<file path="src/usbdma_pkg.sv">
// Purpose: Shared constants and types for the endpoint DMA engine.
// Assumes: One 125 MHz clock; link packet logic and SRAM port run on it.
// Notes: Endpoint entries are eight bytes; entry index is {ep, bank} with ping-pong, else {ep, dirIn}.
package usbdma_pkg;
  localparam int EP_COUNT = 16;
  localparam logic [9:0] MAX_PAYLOAD = 10'h3FF;
  localparam logic [9:0] LS_MAX_PAYLOAD = 10'h008;
  localparam logic [2:0] OFS_CTRL = 3'h0;
  localparam logic [2:0] OFS_BUF_LO = 3'h1;
  localparam logic [2:0] OFS_BUF_HI = 3'h2;
  localparam logic [2:0] OFS_SIZE_LO = 3'h3;
  localparam logic [2:0] OFS_SIZE_HI = 3'h4;
  localparam logic [2:0] OFS_CNT_LO = 3'h5;
  localparam logic [2:0] OFS_CNT_HI = 3'h6;
  localparam logic [2:0] WB_LAST = 3'h4;
  localparam int CTRL_TYPE_LSB = 0;
  localparam logic [1:0] TYPE_CONTROL = 2'h0;
  localparam logic [1:0] TYPE_INTERRUPT = 2'h1;
  localparam logic [1:0] TYPE_BULK = 2'h2;
  localparam logic [1:0] TYPE_ISOCHRONOUS = 2'h3;
  localparam int FIFO_DEPTH = 8;
  typedef enum logic [2:0] {
    ST_IDLE = 3'b000,
    ST_CFG = 3'b001,
    ST_DATA = 3'b010,
    ST_WBACK = 3'b011,
    ST_DONE = 3'b100
  } usbdma_state_type;
endpackage

</file>
<file path="src/usbdma_endpoint_dma.sv">
// Purpose: Endpoint DMA engine between link packet logic and system SRAM.
// Assumes: Link and SRAM port are on ref_clk; SRAM answers with memAck.
// Notes: Transaction results queue in a FIFO drained by software.
`timescale 1ns/10ps
module usbdma_endpoint_dma import usbdma_pkg::*; #(
  parameter int DEPTH = FIFO_DEPTH
) (
  input wire logic ref_clk,
  input wire logic rst_b,
  input wire logic usbEnable,
  input wire logic fullSpeed,
  input wire logic [15:0] epTablePtr,
  input wire logic [EP_COUNT-1:0] ppEnable,
  input wire logic [EP_COUNT-1:0] mpEnable,
  input wire logic [1:0] clkSelect,
  output logic [1:0] clkSourceSel,
  input wire logic tokValid,
  input wire logic [3:0] tokEp,
  input wire logic tokDirIn,
  input wire logic tokSetup,
  output logic tokReady,
  input wire logic rxValid,
  input wire logic [7:0] rxData,
  input wire logic rxLast,
  output logic rxReady,
  output logic txValid,
  output logic [7:0] txData,
  output logic txLast,
  input wire logic txReady,
  output logic memReq,
  output logic memWe,
  output logic [15:0] memAddr,
  output logic [7:0] memWdata,
  input wire logic memAck,
  input wire logic [7:0] memRdata,
  output logic doneValid,
  output logic [3:0] doneEp,
  output logic doneDirIn,
  output logic [1:0] doneType,
  input wire logic donePop,
  output logic eventPulse,
  output logic [EP_COUNT-1:0] ppBank,
  output logic busy
);
  localparam int PW = $clog2(DEPTH);
  typedef struct packed {
    usbdma_state_type st;
    logic [3:0] ep;
    logic dirIn;
    logic setup;
    logic [7:0] ctrl;
    logic [15:0] bufAddr;
    logic [9:0] maxSize;
    logic [9:0] cnt;
    logic [9:0] idx;
    logic [2:0] step;
    logic rxEnd;
    logic memReq;
    logic memWe;
    logic [15:0] memAddr;
    logic [7:0] memWdata;
    logic [EP_COUNT-1:0] bank;
    logic [1:0][8:0] txq;
    logic [1:0] txN;
    logic txHead;
    logic [DEPTH-1:0][6:0] fifo;
    logic [PW:0] wp;
    logic [PW:0] rp;
    logic evt;
    logic [1:0] clkSel;
  } usbdma_regs_type;

  usbdma_regs_type s;
  usbdma_regs_type next_s;
  logic [15:0] entryBase;
  logic [9:0] limit;
  logic [9:0] cap;
  logic shortPkt;
  logic report;
  logic fifoFull;
  logic doneLeave;
  logic txPop;
  logic [2:0] wbOfs;
  logic [15:0] newBuf;
  logic [7:0] wbByte;

  assign tokReady = (s.st == ST_IDLE) && usbEnable;
  assign rxReady = (s.st == ST_DATA) && !s.dirIn && !s.memReq && !s.rxEnd;
  assign txValid = s.txN != 2'h0;
  assign txData = s.txq[s.txHead][7:0];
  assign txLast = s.txq[s.txHead][8];
  assign txPop = txValid && txReady;
  assign memReq = s.memReq;
  assign memWe = s.memWe;
  assign memAddr = s.memAddr;
  assign memWdata = s.memWdata;
  assign fifoFull = (s.wp[PW-1:0] == s.rp[PW-1:0]) && (s.wp[PW] != s.rp[PW]);
  assign doneValid = s.wp != s.rp;
  assign {doneType, doneDirIn, doneEp} = s.fifo[s.rp[PW-1:0]];
  assign eventPulse = s.evt;
  assign ppBank = s.bank;
  assign clkSourceSel = s.clkSel;
  assign busy = s.st != ST_IDLE;
  // Ping-pong points both directions at the bank entry.
  assign entryBase = epTablePtr + {7'h00, s.ep, (ppEnable[s.ep] ? s.bank[s.ep] : s.dirIn),
    4'h0} / 16'h0002;
  assign cap = fullSpeed ? MAX_PAYLOAD : LS_MAX_PAYLOAD;
  assign limit = (s.cnt < s.maxSize) ? s.cnt : s.maxSize;
  assign shortPkt = s.idx < s.maxSize;
  assign report = !mpEnable[s.ep] || shortPkt;
  assign doneLeave = (s.st == ST_DONE) && !(report && fifoFull);
  assign newBuf = mpEnable[s.ep] ? (s.bufAddr + {6'h00, s.idx}) : s.bufAddr;
  assign wbOfs = (s.step < 3'h2) ? (OFS_BUF_LO + s.step) : (OFS_CNT_LO + s.step - 3'h2);

  always_comb begin
    next_s = s;
    next_s.evt = 1'b0;
    next_s.clkSel = clkSelect;
    wbByte = 8'h00;
    if (s.memReq && memAck) begin
      next_s.memReq = 1'b0;
    end
    if (txPop) begin
      next_s.txHead = ~s.txHead;
      next_s.txN = s.txN - 2'h1;
    end
    if (donePop && doneValid) begin
      next_s.rp = s.rp + 1'b1;
    end
    case (s.st)
      ST_IDLE: begin
        if (tokValid && usbEnable) begin
          next_s.ep = tokEp;
          next_s.dirIn = tokDirIn;
          next_s.setup = tokSetup;
          next_s.step = OFS_CTRL;
          next_s.idx = 10'h000;
          next_s.rxEnd = 1'b0;
          next_s.st = ST_CFG;
        end
      end
      ST_CFG: begin
        // Configuration is fetched fresh per transaction.
        if (!s.memReq) begin
          next_s.memWe = 1'b0;
          next_s.memAddr = entryBase + {13'h0000, s.step};
          next_s.memReq = 1'b1;
        end else if (memAck) begin
          case (s.step)
            OFS_CTRL: next_s.ctrl = memRdata;
            OFS_BUF_LO: next_s.bufAddr[7:0] = memRdata;
            OFS_BUF_HI: next_s.bufAddr[15:8] = memRdata;
            OFS_SIZE_LO: next_s.maxSize[7:0] = memRdata;
            OFS_SIZE_HI: begin
              next_s.maxSize = ({memRdata[1:0], s.maxSize[7:0]} > cap) ? cap :
                {memRdata[1:0], s.maxSize[7:0]};
            end
            OFS_CNT_LO: next_s.cnt[7:0] = memRdata;
            default: next_s.cnt[9:8] = memRdata[1:0];
          endcase
          next_s.step = s.step + 3'h1;
          if (s.step == OFS_CNT_HI) begin
            next_s.step = 3'h0;
            // Setup tokens are only honoured on control endpoints.
            next_s.st = (s.setup && s.ctrl[CTRL_TYPE_LSB+:2] != TYPE_CONTROL) ? ST_IDLE :
              ST_DATA;
          end
        end
      end
      ST_DATA: begin
        // Buffers are read byte by byte, so CPU updates land in flight.
        if (s.dirIn) begin
          if (s.memReq && memAck) begin
            next_s.txq[s.txHead ^ s.txN[0]] = {s.idx == limit, memRdata};
            next_s.txN = next_s.txN + 2'h1;
          end
          if (!s.memReq && (s.idx < limit) && (s.txN < 2'h2)) begin
            next_s.memWe = 1'b0;
            next_s.memAddr = s.bufAddr + {6'h00, s.idx};
            next_s.memReq = 1'b1;
            next_s.idx = s.idx + 10'h001;
          end
          if (!s.memReq && (s.idx == limit) && (s.txN == 2'h0)) begin
            next_s.st = ST_WBACK;
          end
        end else begin
          if (rxValid && rxReady) begin
            if (s.idx < s.maxSize) begin
              next_s.memWe = 1'b1;
              next_s.memAddr = s.bufAddr + {6'h00, s.idx};
              next_s.memWdata = rxData;
              next_s.memReq = 1'b1;
              next_s.idx = s.idx + 10'h001;
            end
            next_s.rxEnd = rxLast;
          end
          if (s.rxEnd && !s.memReq) begin
            next_s.st = ST_WBACK;
          end
        end
      end
      ST_WBACK: begin
        // Pointer and count go back; the pointer advances so the next packet continues only on multipacket endpoints.
        if (!s.memReq) begin
          if (s.step == WB_LAST) begin
            next_s.st = ST_DONE;
          end else begin
            case (s.step)
              3'h0: wbByte = newBuf[7:0];
              3'h1: wbByte = newBuf[15:8];
              3'h2: wbByte = s.dirIn ? (s.cnt[7:0] - s.idx[7:0]) : s.idx[7:0];
              default: wbByte = {6'h00, s.dirIn ? (s.cnt[9:8] - s.idx[9:8] -
                {1'b0, s.cnt[7:0] < s.idx[7:0]}) : s.idx[9:8]};
            endcase
            next_s.memWe = 1'b1;
            next_s.memAddr = entryBase + {13'h0000, wbOfs};
            next_s.memWdata = wbByte;
            next_s.memReq = 1'b1;
            next_s.step = s.step + 3'h1;
          end
        end
      end
      ST_DONE: begin
        if (doneLeave) begin
          if (ppEnable[s.ep]) begin
            next_s.bank[s.ep] = ~s.bank[s.ep];
          end
          if (report) begin
            next_s.fifo[s.wp[PW-1:0]] = {s.ctrl[CTRL_TYPE_LSB+:2], s.dirIn, s.ep};
            next_s.wp = s.wp + 1'b1;
            next_s.evt = 1'b1;
          end
          next_s.st = ST_IDLE;
        end
      end
      default: next_s.st = ST_IDLE;
    endcase
  end

  always_ff @(posedge ref_clk or negedge rst_b) begin
    if (!rst_b) begin
      s <= '0;
    end else begin
      s <= next_s;
    end
  end
endmodule

</file>
<file path="config.mk">
export PLATFORM = sky130hd
export DESIGN_NAME = usbdma_endpoint_dma
export DESIGN_NICKNAME = d
export VERILOG_FILES = /design/src/usbdma_pkg.sv /design/src/usbdma_endpoint_dma.sv
export SDC_FILE = /design/constraint.sdc
export NUM_CORES = 1
export LEC_CHECK = 0
export ABC_AREA = 1
export BUFFER_PORTS_ARGS = -buffer_cell sky130_fd_sc_hd__buf_4
export CAP_MARGIN = 10
export CORE_MARGIN = 3
export CORE_UTILIZATION = 35
export DETAILED_ROUTE_END_ITERATION = 10
export GPL_TIMING_DRIVEN = 0
export PLACE_DENSITY = 0.56
export RECOVER_POWER = 50
export SKIP_CTS_REPAIR_TIMING = 1
export SLEW_MARGIN = 0
export SYNTH_ARGS = -nofsm -noshare
export SYNTH_HDL_FRONTEND = slang
export SYNTH_SLANG_ARGS = --single-unit
</file>
<file path="constraint.sdc">
create_clock -name ref_clk -period 5.02 [get_ports ref_clk]
set_clock_uncertainty 0.2 [all_clocks]
set_input_delay 0.502 -clock ref_clk [delete_from_list [all_inputs] [get_ports ref_clk]]
set_output_delay 0.502 -clock ref_clk [all_outputs]
set_load 0.01 [all_outputs]
</file>
==> out/metrics.csv, run 1 <==
metric,value,unit
synthTopCellsByArea,"dfrtp_1 (35%), nand2_1 (18%), ha_1 (6.9%)",
stdcell_area,16000,um2
swShare,49.8,%
initial_core_util,35.9,%
die_area,41600,um2
finalMaxSlewViolations,105,
critPathTopFamily,simple AND/OR/NAND/NOR gates,
drive_gt1_share,13.3,%
fmax,214,MHz
placed_area,15500,um2
finalSetupViolCount,0,
nFillCells,4073,
violations,"capacitance limit, slew limit",
drcViolationCount,0,
cp_slowest_cell,fa_1,
row_count,71,
final-hold-violation-count,0,
critical_path_class,flip-flop to flip-flop,
core,38200,um2
cts_buffer_depth,2,
wirelength,46100,um
area.growth.synth_to_final,16.9,%
worstPathMaxFanout,10,
netlist.top_cell.by_area,dfrtp_1,
firstDrtPassIters,5,
yosysWarnings,0,
synth-edff-count,0,
yosys.area_share.adder,7.80,%
p_total,0.00868,W
grt_pass1_wl,71700,um
antenna_found_initial,0,
cp.arrival,4.80,ns
synth.avg_cell_area,7.09,um2
diodes,0,
cp-start-kind,flip-flop,
synth.distinct_cells,61,
p_seq_share,27.1,%
place_congestion,0.908,
fin_crit,4.67,ns
seq_area_frac_synth,34.8,%
drtIter0Drc,995,
rsz0062_at_grt,no,
timing.setup.tns,0,ns
final_antenna_net_count,0,
synth_fp_nets,2100,
ys_seq_elements,191,
insertion_delay,0.46,ns
dp.cells,2595,
netlist.area_leader.share,34.8,%
clock_tree.root_cell,clkbuf_16,
routedWlPerCell,17.5,um
slew_headroom,-87.6,%
hp-class,input pin to flip-flop,
fin_ws,0.353,ns
synthMuxAreaShare,0.237,%
p_clk_share,15.6,%
track_usage,22.2,%
synthXorXnorAreaFrac,2.42,%
via_count,13383,
synth_top_family_by_area,simple AND/OR/NAND/NOR gates,
drv_cap,1,
comb_power_share,57.2,%
portBuffers,147,
grt_pass1_vias,13072,
cellLeakagePower,8.29,nW
worstMarginPinSlew,2.81,ns
end_kind,flip-flop,
die_h,204,um
status,finished with violations,
yosys_most_used_dff,dfrtp_1,
synth_common_cells,"nand2_1 (645), dfrtp_1 (191), nor2_1 (183), inv_1 (163), o21ai_0 (157)",
max_stage_delay,0.66,ns
power.switching,0.00432,W
p_int,0.00435,W
async_flop_share,100,%
cts_made_buffers,17,
die_x,204,um
clk_pin_slew,0.08,ns
grt_overflow,0,
ir_drop,235,uV
viasPerCell,5.09,
io-pin-count,148,
timing.final.crit_share,93.0,%
grt_start_max_net_pins,105,
stdcell_count,2631,
synth_compound_area_share,11.8,%
crit_chain,"nand2_1, inv_2, buf_6, a22oi_1, a21oi_1, or2_1, nor3_4, buf_4, a21oi_2, ha_1, fa_1, inv_1, nor2_1, nand2_1, nor2_1, nand2_1, nand3_1, nand4_1",
cts.sinks,191,
syn_area,13700,um2
cts_tree,done,
hpwlAfterDp,35700,um
yosys.area_share.simple,33.6,%
yosysMostFrequentCell,nand2_1,
cpMostUsedCell,nand2_1,
powerDensity,541,nW/um2
cp_num_buf_inv,4,
synthCells,1936,
nets,2271,
required,5.15,ns
htreeDepth,4,
pre_cts_slack,0.183,ns
==> power groups by stage <==
stage / Combinational, W / Sequential (W) / Clock (W)
floorplan: 0.00337 / 0.00223 / 0
global placement: 0.00489 / 0.00238 / 0
detailed placement: 0.00494 / 0.00238 / 0
CTS: 0.00497 / 0.00236 / 0.00140
global route: 0.00558 / 0.00241 / 0.00147
finish: 0.00497 / 0.00235 / 0.00136
==> cells in the final DEF, fill, tap and decap left out, drive strengths merged, types with 2 or more instances in the layout <==
cell	synthesis	final
a211oi	3	3
a21boi	5	5
a21oi	69	69
a22oi	16	16
a31oi	13	13
buf	67	167
clkbuf	32	99
clkinv	4	9
dfrtp	191	191
dlygate4sd3	0	3
fa	6	6
ha	76	76
inv	168	176
mux2	2	2
nand2	656	656
nand3	131	131
nand3b	7	7
nand4	44	44
nor2	196	196
nor3	16	16
nor4	5	5
o211ai	8	8
o21ai	159	159
o21bai	5	5
o22ai	9	9
or2	2	2
xnor2	12	12
xor2	25	25
==> per-stage QoR <==
stage               utilization, %  hold slack [ns]
floorplan                        -          0.00641
global placement              40.5            0.249
detailed placement            40.6            0.254
CTS                           42.1          -0.0897
global route                  42.0           0.0715
finish                        42.0           0.0829
==> logic make-up after synthesis <==
family	after synthesis
buffers and inverters	271
AOI/OAI and AO/OA	292
xor gates and xnor gates	37
adders and majority gates	82
DFF	191
muxes	3
and+or+nand+nor	1060
==> area by class of cell <==
cell class / instances / area [um2] / area share [%]
flip-flops and latches: 191 / 4780 / 29.8
clock inverters: 14 / 121 / 0.757
multi-input cells: 1474 / 7680 / 47.9
clock buffers: 18 / 439 / 2.74
plain buffers: 99 / 613 / 3.82
inverters: 172 / 653 / 4.07
repair buffers: 152 / 1110 / 6.94
well taps: 511 / 639 / 3.99
==> final timing paths <==
| check | startpoint | cells after the start | slack, ns | endpoint |
|---|---|---|---|---|
| setup / recovery | s[190] | 18 | 0.35 | memAddr[11] |
| hold / removal | rxLast | 3 | 0.08 | s[130] |
| setup reg to reg | s[190] | 18 | 0.35 | memAddr[11] |
| hold reg to reg | s[58] | 2 | 0.27 | s[58] |
| max in group asynchronous | rst_b | 3 | 0.74 | clkSourceSel[1] |
| min in group asynchronous | rst_b | 2 | 1.29 | s[63] |
==> layer usage <==
metal	GRT usage (%)	up-vias	share of wire, %
met5	0	-	0
met4	6.56	0	2.4
met3	3.19	49	4.1
met2	38.5	301	50
met1	28.7	6395	44
li1	-	6638	-
==> worst reg2reg max path: stages (launching register included) <==
cell,delay (ns)
dfrtp_1,0.49
nand2_1,0.26
inv_2,0.08
buf_6,0.15
a22oi_1,0.18
a21oi_1,0.08
or2_1,0.27
nor3_4,0.31
buf_4,0.26
a21oi_2,0.11
ha_1,0.27
fa_1,0.66
inv_1,0.14
nor2_1,0.41
nand2_1,0.17
nor2_1,0.21
nand2_1,0.10
nand3_1,0.09
nand4_1,0.11
==> sequential cells by signal, summed over array words and instances, names as in the netlist <==
signal	count
clkSourceSel	2
memAddr	16
s	146
eventPulse	1
memWdata	8
memReq	1
ppBank	16
memWe	1
Power figures use the tool's default switching activity.
==> run 2, diff against run 1 <==
- BUFFER_PORTS_ARGS: -buffer_cell sky130_fd_sc_hd__buf_4 -> -buffer_cell sky130_fd_sc_hd__buf_2
- clock period: 5.02 -> 5.7 ns (I/O delays scaled with it)
==> run 2 against run 1 <==
Net effect:
- the flow still finishes with violations (capacitance limit, slew limit)
- fmax fell by 3.4%
- sequential power fell by 12%
- core utilization fell by 0.78 points
- via count barely moved
- clock-buffer cell count rose by 1
- worst setup slack improved by 0.52 ns
- largest cell class unchanged
==> out/metrics.csv, run 2 (synthesis gave the netlist of run 1 again) <==
metric,value,unit
status,finished with violations,
violations,"capacitance limit, slew limit",
powerDensity,484,nW/um2
ir_drop,208,uV
nets,2270,
crit_start,s[190],
cts.sinks,191,
row_count,71,
die_x,204,um
wl_met1,19800,um
critical_path_class,flip-flop to flip-flop,
crit_chain,"nand2_1, inv_2, buf_6, a22oi_1, a21oi_1, or2_1, nor3_4, buf_4, a21oi_1, ha_1, fa_1, xor2_1, nand2_1, nor2_1, nand4_1, nand3_1, nand4_1",
p_seq_share,27.2,%
cp.arrival,4.97,ns
cts_tree,done,
insertion_delay,0.47,ns
drcViolationCount,0,
cts_buffer_depth,2,
core,38200,um2
worstRegToRegCells,17,
worstMarginPinSlew,2.55,ns
via_count,13374,
fin_hold_ws,0.156,ns
place_congestion,0.900,
worstPathMaxFanout,10,
firstDrtPassIters,8,
slew_headroom,-70.1,%
timing.setup.tns,0,ns
final_antenna_net_count,0,
finalMaxSlewViolations,93,
hp-class,input pin to flip-flop,
track_usage,22.0,%
cellLeakagePower,8.15,nW
grt_pass1_vias,13035,
nFillCells,4049,
clock_tree.root_cell,clkbuf_16,
swShare,49.1,%
regArea,4780,um2
area.growth.synth_to_final,14.7,%
largest_reg_flops,146,
hpwlAfterDp,35300,um
timing.final.crit_share,84.7,%
clk_pin_slew,0.07,ns
stdcell_count,2629,
cp_slowest_cell,xor2_1,
wirelength,45500,um
finalSetupViolCount,0,
reg2reg_to,memAddr[13],
antenna_found_initial,0,
critPathCapture,memAddr[13],
diodes,0,
wl_met2,22100,um
end_kind,flip-flop,
grt_start_max_net_pins,100,
drtIter0Drc,961,
io-pin-count,148,
die_h,204,um
routedWlPerCell,17.3,um
die_area,41600,um2
final-hold-violation-count,0,
comb_power_share,55.3,%
top_layer,met4,
grt_overflow,0,
final_common_cell,nand2_1,
viasPerCell,5.09,
fin_crit,4.83,ns
power.switching,0.00374,W
initial_core_util,35.9,%
portBuffers,147,
p_clk_share,17.5,%
drive_gt1_share,11.9,%
p_int,0.00388,W
wl_met3,2200,um
r2r-start,s[190],
layout_common_cells,"nand2_1 (645), dfrtp_1 (191), nor2_1 (183), inv_1 (163), o21ai_0 (157)",
max_stage_delay,0.53,ns
top_register,s,
htreeDepth,4,
fmax,207,MHz
multi_input_area,7670,um2
fin_ws,0.871,ns
rsz0062_at_grt,no,
r2r_slack,0.87,ns
cts_made_buffers,17,
dp.cells,2595,
pre_cts_slack,0.829,ns
grt_pass1_wl,71700,um
drv_cap,1,
cp-start-kind,flip-flop,
required,5.84,ns
p_total,0.00761,W
[run 2: cell types whose count changed in the layout (fill, tap and decap cells not counted), moves of 3 or more]
cell,previous run,this run
clkbuf_1,42,68
clkbuf_4,35,8
buf_4,143,33
nor2_2,4,1
inv_8,3,0
nor2_1,180,183
bufinv_16,0,4
buf_2,15,126
[run 2: worst min path at each step]
stage          cells after the start  slack, ns               to  startpoint
3_3_place_gp                       2       0.25            s[22]       s[22]
3_5_place_dp                       2       0.25            s[22]       s[22]
4_1_cts                            1      -0.05             s[6]       rst_b
2_1_floorplan                      0       0.07  clkSourceSel[0]       rst_b
6_report                           3       0.16           s[130]      rxLast
5_1_grt                            3       0.15           s[130]      rxLast
[run 2: metal layers]
metal / track usage [%] / up-vias
met4: 7.67 / 0
met3: 3.73 / 77
met1: 28.7 / 6323
li1: - / 6628
met5: 0 / -
met2: 37.1 / 346
[run 2: power groups by stage]
| stage | Sequential (W) | Combinational [W] | Clock (W) |
|---|---|---|---|
| floorplan | 0.00196 | 0.00297 | 0 |
| global placement | 0.00209 | 0.00417 | 0 |
| detailed placement | 0.00210 | 0.00422 | 0 |
| CTS | 0.00207 | 0.00423 | 0.00137 |
| global route | 0.00212 | 0.00473 | 0.00142 |
| finish | 0.00207 | 0.00421 | 0.00133 |
[run 2: layout make-up]
type | count | share of cell area [%]
Buffer | 99 | 3.93
Clock buffer | 19 | 2.88
Clock inverter | 12 | 1.14
Inverter | 172 | 4.15
Multi-Input combinational cell | 1474 | 48.7
Sequential cell | 191 | 30.4
Tap cell | 511 | 4.06
Timing Repair Buffer | 151 | 4.76
[run 2: metrics by stage]
stage | cell area, um2 | util, %
2_1_floorplan | 13700 | -
3_3_place_gp | 15100 | 39.5
3_5_place_dp | 15100 | 39.6
4_1_cts | 15800 | 41.3
5_1_grt | 15700 | 41.2
6_report | 15700 | 41.2
[run 2: critical path, delay by kind of cell (launching register included)]
kind / cells / cell delay [ns]
AO/OA/AOI/OAI: 3 / 0.40
XOR/XNOR: 1 / 0.53
adder cells (fa/ha/maj): 2 / 0.75
buffers and inverters: 3 / 0.47
flip-flops: 1 / 0.49
AND/OR/NAND/NOR: 8 / 1.84
